--- config.mk ---
export PLATFORM = sky130hd
export DESIGN_NAME = bsb_exec
export DESIGN_NICKNAME = d
export VERILOG_FILES = /design/src/logic/bsb_timing.v /design/src/logic/bsb_exec.v
export VERILOG_INCLUDE_DIRS = /design/src /design/src/include
export SDC_FILE = /design/constraint.sdc
export NUM_CORES = 1
export LEC_CHECK = 0
export BUFFER_PORTS_ARGS = -buffer_cell sky130_fd_sc_hd__buf_4
export CAP_MARGIN = 25
export CELL_PAD_IN_SITES_DETAIL_PLACEMENT = 0
export CELL_PAD_IN_SITES_GLOBAL_PLACEMENT = 2
export CORE_ASPECT_RATIO = 0.5
export CORE_MARGIN = 10
export CORE_UTILIZATION = 30
export CTS_CLUSTER_SIZE = 12
export DETAILED_ROUTE_END_ITERATION = 10
export GPL_ROUTABILITY_DRIVEN = 0
export PLACE_DENSITY_LB_ADDON = 0.1
export SETUP_SLACK_MARGIN = 0.15
export SYNTH_ARGS = -nofsm -noshare
export SYNTH_HDL_FRONTEND = slang
export SYNTH_SLANG_ARGS = --single-unit
--- constraint.sdc ---
create_clock -name SYS_CLK -period 6.5 [get_ports SYS_CLK]
set_input_delay 0.325 -clock SYS_CLK [delete_from_list [all_inputs] [get_ports SYS_CLK]]
set_output_delay 0.325 -clock SYS_CLK [all_outputs]
set_load 0.02 [all_outputs]
--- src/include/bsb_exec_defs.vh ---
`ifndef BSB_EXEC_DEFS_VH
`define BSB_EXEC_DEFS_VH

`define BSB_OP_W 5
`define BSB_OP_CLR_CARRY 5'h00
`define BSB_OP_SET_CARRY 5'h01
`define BSB_OP_INV_CARRY 5'h02
`define BSB_OP_CLR_BIT 5'h03
`define BSB_OP_SET_BIT 5'h04
`define BSB_OP_INV_BIT 5'h05
`define BSB_OP_AND_C 5'h06
`define BSB_OP_AND_NC 5'h07
`define BSB_OP_OR_C 5'h08
`define BSB_OP_OR_NC 5'h09
`define BSB_OP_MOV_TO_C 5'h0A
`define BSB_OP_MOV_FROM_C 5'h0B
`define BSB_OP_SWAP 5'h0C
`define BSB_OP_SWAP_NIB 5'h0D
`define BSB_OP_PUSH 5'h0E
`define BSB_OP_POP 5'h0F
`define BSB_OP_BRANCH 5'h10

`define BSB_FORM_REG 3'h0
`define BSB_FORM_DIR 3'h1
`define BSB_FORM_IND 3'h2
`define BSB_FORM_SDIR 3'h0
`define BSB_FORM_IMM8 3'h1
`define BSB_FORM_IMM16 3'h2
`define BSB_FORM_BYTE 3'h3
`define BSB_FORM_WORD 3'h4
`define BSB_FORM_DWORD 3'h5

`define BSB_KIND_RAM 2'h0
`define BSB_KIND_PORT 2'h1
`define BSB_KIND_PSFR 2'h2

`define BSB_CC_CARRY 4'h0
`define BSB_CC_NCARRY 4'h1
`define BSB_CC_EQ 4'h2
`define BSB_CC_NE 4'h3
`define BSB_CC_GT 4'h4
`define BSB_CC_LE 4'h5
`define BSB_CC_SLT 4'h6
`define BSB_CC_SLE 4'h7
`define BSB_CC_SGT 4'h8
`define BSB_CC_SGE 4'h9

`define BSB_RD_PEN_PORT 4'h1
`define BSB_RD_PEN_PSFR 4'h2
`define BSB_WR_PEN_PORT 4'h2
`define BSB_WR_PEN_PSFR 4'h3
`define BSB_ODD_PEN 4'h1

`define BSB_SP_RESET 16'h0007
`define BSB_PC_RESET 24'hFF0000
`define BSB_CARRY_RESET 1'b0

`endif

--- src/logic/bsb_timing.v ---
`timescale 1ns/10ps
`include "bsb_exec_defs.vh"

module bsb_timing (
  // instruction description
  input wire [4:0] op,
  input wire [2:0] form,
  input wire legacy,
  input wire src_mode,
  input wire [1:0] kind,
  input wire flag_cond,
  // branch outcome
  input wire taken,
  input wire odd_dest,
  // results
  output reg [3:0] states,
  output reg [2:0] len
);

  reg [3:0] rd_pen;
  reg [3:0] wr_pen;
  reg [3:0] base;

  always @* begin
    rd_pen = 4'h0;
    wr_pen = 4'h0;
    if (kind == `BSB_KIND_PORT) begin
      rd_pen = `BSB_RD_PEN_PORT;
      wr_pen = `BSB_WR_PEN_PORT;
    end else if (kind == `BSB_KIND_PSFR) begin
      rd_pen = `BSB_RD_PEN_PSFR;
      wr_pen = `BSB_WR_PEN_PSFR;
    end
  end

  // length never depends on the branch outcome, so the target adder has no loop
  always @* begin
    len = 3'h1;
    case (op)
      `BSB_OP_CLR_CARRY, `BSB_OP_SET_CARRY, `BSB_OP_INV_CARRY: len = 3'h1;
      `BSB_OP_CLR_BIT, `BSB_OP_SET_BIT, `BSB_OP_INV_BIT, `BSB_OP_AND_C, `BSB_OP_AND_NC,
      `BSB_OP_OR_C, `BSB_OP_OR_NC, `BSB_OP_MOV_TO_C, `BSB_OP_MOV_FROM_C: begin
        len = legacy ? 3'h2 : (src_mode ? 3'h3 : 3'h4);
      end
      `BSB_OP_SWAP, `BSB_OP_SWAP_NIB: begin
        len = (form == `BSB_FORM_DIR) ? 3'h2 : (src_mode ? 3'h2 : 3'h1);
      end
      `BSB_OP_PUSH: begin
        case (form)
          `BSB_FORM_SDIR: len = 3'h2;
          `BSB_FORM_IMM8: len = src_mode ? 3'h3 : 3'h4;
          `BSB_FORM_IMM16: len = src_mode ? 3'h4 : 3'h5;
          default: len = src_mode ? 3'h2 : 3'h3;
        endcase
      end
      `BSB_OP_POP: len = (form == `BSB_FORM_SDIR) ? 3'h2 : (src_mode ? 3'h2 : 3'h3);
      `BSB_OP_BRANCH: len = (flag_cond | src_mode) ? 3'h2 : 3'h3;
      default: len = 3'h1;
    endcase
  end

  always @* begin
    base = 4'h1;
    case (op)
      `BSB_OP_CLR_CARRY, `BSB_OP_SET_CARRY, `BSB_OP_INV_CARRY: base = 4'h1;
      `BSB_OP_CLR_BIT, `BSB_OP_SET_BIT, `BSB_OP_INV_BIT, `BSB_OP_MOV_FROM_C: begin
        base = (legacy ? 4'h2 : (src_mode ? 4'h3 : 4'h4)) + wr_pen;
      end
      `BSB_OP_AND_C, `BSB_OP_AND_NC, `BSB_OP_OR_C, `BSB_OP_OR_NC, `BSB_OP_MOV_TO_C: begin
        base = (legacy ? 4'h1 : (src_mode ? 4'h2 : 4'h3)) + rd_pen;
      end
      `BSB_OP_SWAP, `BSB_OP_SWAP_NIB: begin
        case (form)
          `BSB_FORM_DIR: base = 4'h3 + wr_pen;
          `BSB_FORM_IND: base = src_mode ? 4'h5 : 4'h4;
          default: base = src_mode ? 4'h4 : 4'h3;
        endcase
      end
      `BSB_OP_PUSH: begin
        case (form)
          `BSB_FORM_SDIR: base = 4'h2 + rd_pen;
          `BSB_FORM_IMM8: base = src_mode ? 4'h3 : 4'h4;
          `BSB_FORM_IMM16: base = 4'h5;
          `BSB_FORM_BYTE: base = src_mode ? 4'h3 : 4'h4;
          `BSB_FORM_WORD: base = src_mode ? 4'h4 : 4'h5;
          default: base = src_mode ? 4'h8 : 4'h9;
        endcase
      end
      `BSB_OP_POP: begin
        case (form)
          `BSB_FORM_SDIR: base = 4'h3 + rd_pen;
          `BSB_FORM_WORD: base = src_mode ? 4'h4 : 4'h5;
          `BSB_FORM_DWORD: base = src_mode ? 4'h8 : 4'h9;
          default: base = src_mode ? 4'h2 : 4'h3;
        endcase
      end
      `BSB_OP_BRANCH: begin
        base = (flag_cond | src_mode) ? 4'h1 : 4'h2;
        if (taken) begin
          base = base + 4'h3;
        end
      end
      default: base = 4'h1;
    endcase
  end

  always @* begin
    states = base;
    if ((op == `BSB_OP_BRANCH) && taken && odd_dest) begin
      states = base + `BSB_ODD_PEN;
    end
  end

endmodule // bsb_timing

--- src/logic/bsb_exec.v ---
`timescale 1ns/10ps
`include "bsb_exec_defs.vh"

module bsb_exec #(
  parameter PC_W = 24,
  parameter SP_W = 16
) (
  // clock and reset
  input wire SYS_CLK,
  input wire RST,
  // instruction issue, from decode logic on the same clock
  input wire START,
  input wire [4:0] OP,
  input wire [2:0] FORM,
  input wire LEGACY,
  input wire SRC_MODE,
  input wire [1:0] KIND,
  input wire [3:0] COND,
  input wire [7:0] REL,
  input wire [PC_W-1:0] INSTR_PC,
  input wire INT_EXEC,
  input wire DEST_INTERNAL,
  // operands and flags
  input wire BIT_IN,
  input wire [7:0] ACC_IN,
  input wire [31:0] OPND_IN,
  input wire FLAG_Z,
  input wire FLAG_N,
  input wire FLAG_OV,
  // sequencing
  output wire BUSY,
  output wire DONE,
  output wire ILLEGAL,
  output wire [3:0] STATES,
  output wire [2:0] LENGTH,
  // carry and bit results
  output wire CARRY,
  output wire BIT_OUT,
  output wire BIT_WE,
  // exchange results
  output wire [7:0] ACC_OUT,
  output wire ACC_WE,
  output wire [7:0] MEM_OUT,
  output wire MEM_WE,
  // stack
  output wire [SP_W-1:0] SP,
  output wire [SP_W-1:0] STK_ADDR,
  output wire [31:0] STK_DATA,
  output wire [2:0] STK_SIZE,
  output wire STK_WE,
  output wire STK_RE,
  // program counter
  output wire [PC_W-1:0] NEXT_PC,
  output wire PC_WE,
  output wire TAKEN
);

  localparam ST_IDLE = 1'b0;
  localparam ST_RUN = 1'b1;

  ////////////////////////////////////////////////////////////////////////////////
  // registers

  reg state_r;
  reg [3:0] count_r;
  reg busy_r;
  reg done_r;
  reg illegal_r;
  reg [3:0] states_r;
  reg [2:0] length_r;
  reg carry_r;
  reg bit_out_r;
  reg bit_we_r;
  reg [7:0] acc_out_r;
  reg acc_we_r;
  reg [7:0] mem_out_r;
  reg mem_we_r;
  reg [SP_W-1:0] sp_r;
  reg [SP_W-1:0] stk_addr_r;
  reg [31:0] stk_data_r;
  reg [2:0] stk_size_r;
  reg stk_we_r;
  reg stk_re_r;
  reg [PC_W-1:0] next_pc_r;
  reg pc_we_r;
  reg taken_r;

  ////////////////////////////////////////////////////////////////////////////////
  // decode

  wire accept = START & (state_r == ST_IDLE);
  wire flag_cond = (COND == `BSB_CC_CARRY) | (COND == `BSB_CC_NCARRY);
  wire sign_lt = FLAG_N ^ FLAG_OV;
  reg cond_true;
  reg legal;
  reg [2:0] opnd_size;
  reg carry_nxt;
  reg bit_nxt;
  reg bit_wr;

  always @* begin
    case (COND)
      `BSB_CC_CARRY: cond_true = carry_r;
      `BSB_CC_NCARRY: cond_true = ~carry_r;
      `BSB_CC_EQ: cond_true = FLAG_Z;
      `BSB_CC_NE: cond_true = ~FLAG_Z;
      `BSB_CC_GT: cond_true = ~carry_r & ~FLAG_Z;
      `BSB_CC_LE: cond_true = carry_r | FLAG_Z;
      `BSB_CC_SLT: cond_true = sign_lt;
      `BSB_CC_SLE: cond_true = sign_lt | FLAG_Z;
      `BSB_CC_SGT: cond_true = ~sign_lt & ~FLAG_Z;
      `BSB_CC_SGE: cond_true = ~sign_lt;
      default: cond_true = 1'b0;
    endcase
  end

  // unknown codes retire as one-state no-ops so the sequencer never stalls
  always @* begin
    legal = (OP <= `BSB_OP_BRANCH);
    if ((OP == `BSB_OP_BRANCH) && (COND > `BSB_CC_SGE)) begin
      legal = 1'b0;
    end
    if (((OP == `BSB_OP_PUSH) || (OP == `BSB_OP_POP)) && (FORM > `BSB_FORM_DWORD)) begin
      legal = 1'b0;
    end
    if ((OP == `BSB_OP_POP) && ((FORM == `BSB_FORM_IMM8) || (FORM == `BSB_FORM_IMM16))) begin
      legal = 1'b0;
    end
    if ((OP == `BSB_OP_SWAP_NIB) && (FORM != `BSB_FORM_IND)) begin
      legal = 1'b0;
    end
    if (((OP == `BSB_OP_SWAP) || (OP == `BSB_OP_SWAP_NIB)) && (FORM > `BSB_FORM_IND)) begin
      legal = 1'b0;
    end
  end

  always @* begin
    case (FORM)
      `BSB_FORM_IMM16, `BSB_FORM_WORD: opnd_size = 3'h2;
      `BSB_FORM_DWORD: opnd_size = 3'h4;
      default: opnd_size = 3'h1;
    endcase
  end

  always @* begin
    carry_nxt = carry_r;
    bit_nxt = 1'b0;
    bit_wr = 1'b0;
    case (OP)
      `BSB_OP_CLR_CARRY: carry_nxt = 1'b0;
      `BSB_OP_SET_CARRY: carry_nxt = 1'b1;
      `BSB_OP_INV_CARRY: carry_nxt = ~carry_r;
      `BSB_OP_AND_C: carry_nxt = carry_r & BIT_IN;
      `BSB_OP_AND_NC: carry_nxt = carry_r & ~BIT_IN;
      `BSB_OP_OR_C: carry_nxt = carry_r | BIT_IN;
      `BSB_OP_OR_NC: carry_nxt = carry_r | ~BIT_IN;
      `BSB_OP_MOV_TO_C: carry_nxt = BIT_IN;
      `BSB_OP_CLR_BIT: begin
        bit_nxt = 1'b0;
        bit_wr = 1'b1;
      end
      `BSB_OP_SET_BIT: begin
        bit_nxt = 1'b1;
        bit_wr = 1'b1;
      end
      `BSB_OP_INV_BIT: begin
        bit_nxt = ~BIT_IN;
        bit_wr = 1'b1;
      end
      `BSB_OP_MOV_FROM_C: begin
        bit_nxt = carry_r;
        bit_wr = 1'b1;
      end
      default: carry_nxt = carry_r;
    endcase
  end

  ////////////////////////////////////////////////////////////////////////////////
  // branch target and timing

  wire br_taken = (OP == `BSB_OP_BRANCH) & legal & cond_true;
  wire [2:0] len;
  wire [3:0] states;
  wire [PC_W-1:0] rel_ext = {{(PC_W-8){REL[7]}}, REL};
  wire [PC_W-1:0] fall_pc = INSTR_PC + {{(PC_W-3){1'b0}}, len};
  wire [PC_W-1:0] target_pc = fall_pc + rel_ext;
  wire odd_dest = INT_EXEC & DEST_INTERNAL & target_pc[0];

  bsb_timing bsb_timing_i (
    .op(OP),
    .form(FORM),
    .legacy(LEGACY),
    .src_mode(SRC_MODE),
    .kind(KIND),
    .flag_cond(flag_cond),
    .taken(br_taken),
    .odd_dest(odd_dest),
    .states(states),
    .len(len)
  );

  ////////////////////////////////////////////////////////////////////////////////
  // sequencer: results land one cycle after issue, busy covers the state count

  always @(posedge SYS_CLK) begin
    if (RST) begin
      state_r <= ST_IDLE;
      count_r <= 4'h0;
      busy_r <= 1'b0;
      done_r <= 1'b0;
    end else begin
      done_r <= 1'b0;
      case (state_r)
        ST_IDLE: begin
          if (accept) begin
            state_r <= ST_RUN;
            busy_r <= 1'b1;
            count_r <= legal ? (states - 4'h1) : 4'h0;
          end
        end
        ST_RUN: begin
          if (count_r == 4'h0) begin
            state_r <= ST_IDLE;
            busy_r <= 1'b0;
            done_r <= 1'b1;
          end else begin
            count_r <= count_r - 4'h1;
          end
        end
        default: begin
          state_r <= ST_IDLE;
          busy_r <= 1'b0;
        end
      endcase
    end
  end

  ////////////////////////////////////////////////////////////////////////////////
  // architectural results

  wire is_swap = (OP == `BSB_OP_SWAP) | (OP == `BSB_OP_SWAP_NIB);
  // stack pointer wraps modulo its width; no overflow check is made here
  wire [SP_W-1:0] size_ext = {{(SP_W-3){1'b0}}, opnd_size};
  wire [SP_W-1:0] sp_inc = sp_r + {{(SP_W-1){1'b0}}, 1'b1};
  wire [SP_W-1:0] sp_pop_addr = sp_r - size_ext + {{(SP_W-1){1'b0}}, 1'b1};

  always @(posedge SYS_CLK) begin
    if (RST) begin
      illegal_r <= 1'b0;
      states_r <= 4'h0;
      length_r <= 3'h0;
      carry_r <= `BSB_CARRY_RESET;
      bit_out_r <= 1'b0;
      bit_we_r <= 1'b0;
      acc_out_r <= 8'h00;
      acc_we_r <= 1'b0;
      mem_out_r <= 8'h00;
      mem_we_r <= 1'b0;
      sp_r <= `BSB_SP_RESET;
      stk_addr_r <= {SP_W{1'b0}};
      stk_data_r <= 32'h00000000;
      stk_size_r <= 3'h0;
      stk_we_r <= 1'b0;
      stk_re_r <= 1'b0;
      next_pc_r <= `BSB_PC_RESET;
      pc_we_r <= 1'b0;
      taken_r <= 1'b0;
    end else begin
      illegal_r <= 1'b0;
      bit_we_r <= 1'b0;
      acc_we_r <= 1'b0;
      mem_we_r <= 1'b0;
      stk_we_r <= 1'b0;
      stk_re_r <= 1'b0;
      pc_we_r <= 1'b0;
      if (accept) begin
        illegal_r <= ~legal;
        states_r <= legal ? states : 4'h1;
        length_r <= len;
        taken_r <= br_taken;
        pc_we_r <= 1'b1;
        next_pc_r <= br_taken ? target_pc : fall_pc;
        if (legal) begin
          carry_r <= carry_nxt;
          bit_out_r <= bit_nxt;
          bit_we_r <= bit_wr;
        end
        if (legal && is_swap) begin
          if (OP == `BSB_OP_SWAP_NIB) begin
            acc_out_r <= {ACC_IN[7:4], OPND_IN[3:0]};
            mem_out_r <= {OPND_IN[7:4], ACC_IN[3:0]};
          end else begin
            acc_out_r <= OPND_IN[7:0];
            mem_out_r <= ACC_IN;
          end
          acc_we_r <= 1'b1;
          mem_we_r <= 1'b1;
        end
        if (legal && (OP == `BSB_OP_PUSH)) begin
          stk_addr_r <= sp_inc;
          sp_r <= sp_r + size_ext;
          stk_data_r <= OPND_IN;
          stk_size_r <= opnd_size;
          stk_we_r <= 1'b1;
        end
        if (legal && (OP == `BSB_OP_POP)) begin
          stk_addr_r <= sp_pop_addr;
          sp_r <= sp_r - size_ext;
          stk_size_r <= opnd_size;
          stk_re_r <= 1'b1;
        end
      end
    end
  end

  ////////////////////////////////////////////////////////////////////////////////
  // outputs

  assign BUSY = busy_r;
  assign DONE = done_r;
  assign ILLEGAL = illegal_r;
  assign STATES = states_r;
  assign LENGTH = length_r;
  assign CARRY = carry_r;
  assign BIT_OUT = bit_out_r;
  assign BIT_WE = bit_we_r;
  assign ACC_OUT = acc_out_r;
  assign ACC_WE = acc_we_r;
  assign MEM_OUT = mem_out_r;
  assign MEM_WE = mem_we_r;
  assign SP = sp_r;
  assign STK_ADDR = stk_addr_r;
  assign STK_DATA = stk_data_r;
  assign STK_SIZE = stk_size_r;
  assign STK_WE = stk_we_r;
  assign STK_RE = stk_re_r;
  assign NEXT_PC = next_pc_r;
  assign PC_WE = pc_we_r;
  assign TAKEN = taken_r;

endmodule // bsb_exec

==> impl_metrics.env <==
export IMPL_outcome="completed"
export IMPL_period_minus_slack_ns=5.217
export IMPL_ctsResizeCount=0
export IMPL_postCtsSetupBuffers=0
export IMPL_ctsHoldBuffers=0
export IMPL_final_area_um2=11320
export IMPL_wire_per_inst_um=17.67
export IMPL_synth_main_ff_cell="dfxtp_1"
export IMPL_finalPower_mw=2.217
export IMPL_max_cap_violations=0
export IMPL_antenna_found_initial=0
export IMPL_cts_tree="yes"
export IMPL_drt_first_pass_iters=7
export IMPL_core_rowCount=44
export IMPL_fin_crit_sh=0.8027
export IMPL_tightest_slew_ns=0.9537
export IMPL_syn_area_um2=8793
export IMPL_post_synth_top_area_cell="dfxtp_1"
export IMPL_finalSetupTns_ns=0
export IMPL_clk_latency_ns=0.44
export IMPL_via_per_inst=5.082
export IMPL_worstPathRequired_ns=6.83
export IMPL_leakagePower_nw=4.606
export IMPL_synth_cell_types=79
export IMPL_cts_buffers=17
export IMPL_grt_use_total=0.1655
export IMPL_hold_slack_ns=0.1332
export IMPL_die_width_um=262.1
export IMPL_start_util=0.3037
export IMPL_io_pins=223
export IMPL_dp_hpwl_um=23480
export IMPL_avgSynthCellArea_um2=7.497
export IMPL_path_class="in -> reg"
export IMPL_grt_max_degree=65
export IMPL_path_max_fanout=10
export IMPL_final_hold_viol_count=0
export IMPL_drc_errors=0
export IMPL_placed_cell_area_um2=10780
export IMPL_cp_end_kind="flop"
export IMPL_die_area_um2=36970
export IMPL_p_per_area_nw_per_um2=195.9
export IMPL_synthTopCellsByCount="198 x nand2_1, 132 x a21oi_1, 130 x dfxtp_1"
export IMPL_route_antenna_remaining_nets=0
export IMPL_core_area_um2=28960
export IMPL_yosysMostFrequentCell="nand2_1"
export IMPL_syn_inst=1173
export IMPL_yosysWarnings=0
export IMPL_n_antenna_cell=0
export IMPL_drive_above_1_share=0.2102
export IMPL_setup_viol=0
export IMPL_overflow=0
export IMPL_cts_sinks=130
export IMPL_async_flop_share=0
export IMPL_io_buffer_count=222
export IMPL_areaGrowthSynthToFinish_pct=28.70
export IMPL_arrival_ns=5.55
export IMPL_ctsHtreeMaxLevel=4
export IMPL_critPathLaunchType="input port"
export IMPL_crit_chain="buf_4, inv_1, and4_1, a221oi_1, a21oi_1, a221oi_1, nand2_1, ha_1, fa_1, a21oi_1, nand2b_1, xnor2_1, ha_1, a21o_1, a221o_1, and3_1, a211oi_1, a21oi_1, a41oi_1, a21oi_1, or3_1, a32oi_1"
export IMPL_seq_area_frac_synth=0.2960
export IMPL_fin_skew_ns=0.01134
export IMPL_drv_slew=0
export IMPL_fillCellCount=3105
export IMPL_root_buffer="clkbuf_16"
export IMPL_hold_class="in -> reg"
export IMPL_synth_area_leaders="dfxtp_1 30%, nand2_1 8.5%, a21oi_1 7.5%, ha_1 6.3%, nor2_1 4.7%"
export IMPL_relSlewSlack=0.3561
export IMPL_ys_ff_latch=130
export IMPL_netlist_area_leader_share=0.2960
export IMPL_cp_slowest_cell="fa_1"
export IMPL_synth_nets=1320
export IMPL_fin_nets=1504
export IMPL_worst_path_largest_cell_delay_ns=0.40
export IMPL_die_h_um=141.1
export IMPL_num_vias=8949
export IMPL_rsz0062_at_grt="no"
export IMPL_grt_pass1_vias=8952
export IMPL_crit_family="compound AO/OA/AOI/OAI gates"
export IMPL_cpMostUsedCell="a21oi_1"
export IMPL_grt_pass1_wl_um=49290
export IMPL_crit_buf_inv=2
export IMPL_dr_first_iter_drc_count=617
export IMPL_path_clk_slew_ns=0.07
export IMPL_clk_path_buf_depth=2
export IMPL_ir_drop_uv=182.3
export IMPL_fmax_mhz=191.7
export IMPL_synth_edf_count=0
export IMPL_wirelength_um=31120
[registers in the layout (all words and copies together) (netlist names), 3 cells and up]
signal,flops
STK_DATA,32
NEXT_PC,24
SP,16
STK_ADDR,16
ACC_OUT,8
MEM_OUT,8
STATES,4
count_r,4
LENGTH,3
STK_SIZE,3
[stage by stage]
stage | worst slack, ns | std cells | util
2_1_floorplan | 1.392 | 1173 | -
5_1_grt | 0.7971 | 1761 | 0.3908
6_report | 1.283 | 1761 | 0.3908
3_5_place_dp | 0.8227 | 1729 | 0.3723
4_1_cts | 1.277 | 1761 | 0.3908
3_3_place_gp | 1.012 | 1728 | 0.3714
[area by class of cell]
cell class,count,area [um2],area share
inverters,34,127.6,0.01128
multi-input cells,942,5801,0.5125
well taps,391,489.2,0.04323
clock inverters,14,106.4,0.009397
repair buffers,232,1762,0.1557
clock buffers,18,429.2,0.03792
flip-flops and latches,130,2603,0.2300
[worst reg2reg max path, delay by kind of cell, from the launching register on]
kind,cells,cell delay [ns]
buffers and inverters,3,0.74
DFF,1,0.48
adders and majority gates,3,1.00
muxes,1,0.10
and+or+nand+nor,4,0.71
AOI/OAI and AO/OA,8,1.45
[path summary, 6_finish.rpt]
| check | endpoint | slack, ns | depth (start not counted) | startpoint |
|---|---|---|---|---|
| setup / recovery | NEXT_PC[22] | 1.28 | 22 | SRC_MODE |
| hold / removal | STK_DATA[27] | 0.13 | 3 | OPND_IN[27] |
| setup reg to reg | count_r[1] | 1.87 | 19 | CARRY |
| hold reg to reg | ACC_OUT[1] | 0.45 | 2 | ACC_OUT[1] |
[routing by layer]
| metal | track usage | vias to the layer above | part of all wire | wire length (um) |
|---|---|---|---|---|
| li1 | - | 4553 | - | - |
| met1 | 0.1965 | 4212 | 0.44 | 13610 |
| met2 | 0.2979 | 156 | 0.51 | 15900 |
| met3 | 0.02922 | 28 | 0.037 | 1163 |
| met4 | 0.04994 | 0 | 0.014 | 448 |
| met5 | 0 | - | 0 | 0 |
[logic make-up (layout without fill, tap and decap cells)]
logic type               after synthesis  after routing  share of synthesized area
AO/OA/AOI/OAI                        311            311                     0.2285
XOR/XNOR                              77             77                    0.07669
adder cells (fa/ha/maj)               50             50                    0.07627
buffers and inverters                101            298                    0.04496
flip-flops                           130            130                     0.2960
multiplexers                          19             19                    0.02191
AND/OR/NAND/NOR                      485            485                     0.2557
[power by group]
part           switching, mW  internal (mW)  total [mW]
Combinational          0.278          0.202       0.480
Clock                  0.407          0.491       0.899
Sequential            0.0161          0.822       0.838
[layout by cell type, fill, tap and decap left out, types with 17 or more instances in the layout]
| cell | count |
|---|---|
| dfxtp_1 | 130 |
| nand2_1 | 198 |
| ha_1 | 44 |
| buf_4 | 231 |
| o21ai_0 | 45 |
| a21oi_1 | 132 |
| mux2i_1 | 17 |
| xor2_1 | 33 |
| inv_1 | 31 |
| nor2_1 | 109 |
| nand3_1 | 40 |
| a211oi_1 | 17 |
| nor3_1 | 28 |
| clkbuf_16 | 17 |
| xnor2_1 | 44 |
Note: power is estimated with default switching activity, not from simulation.
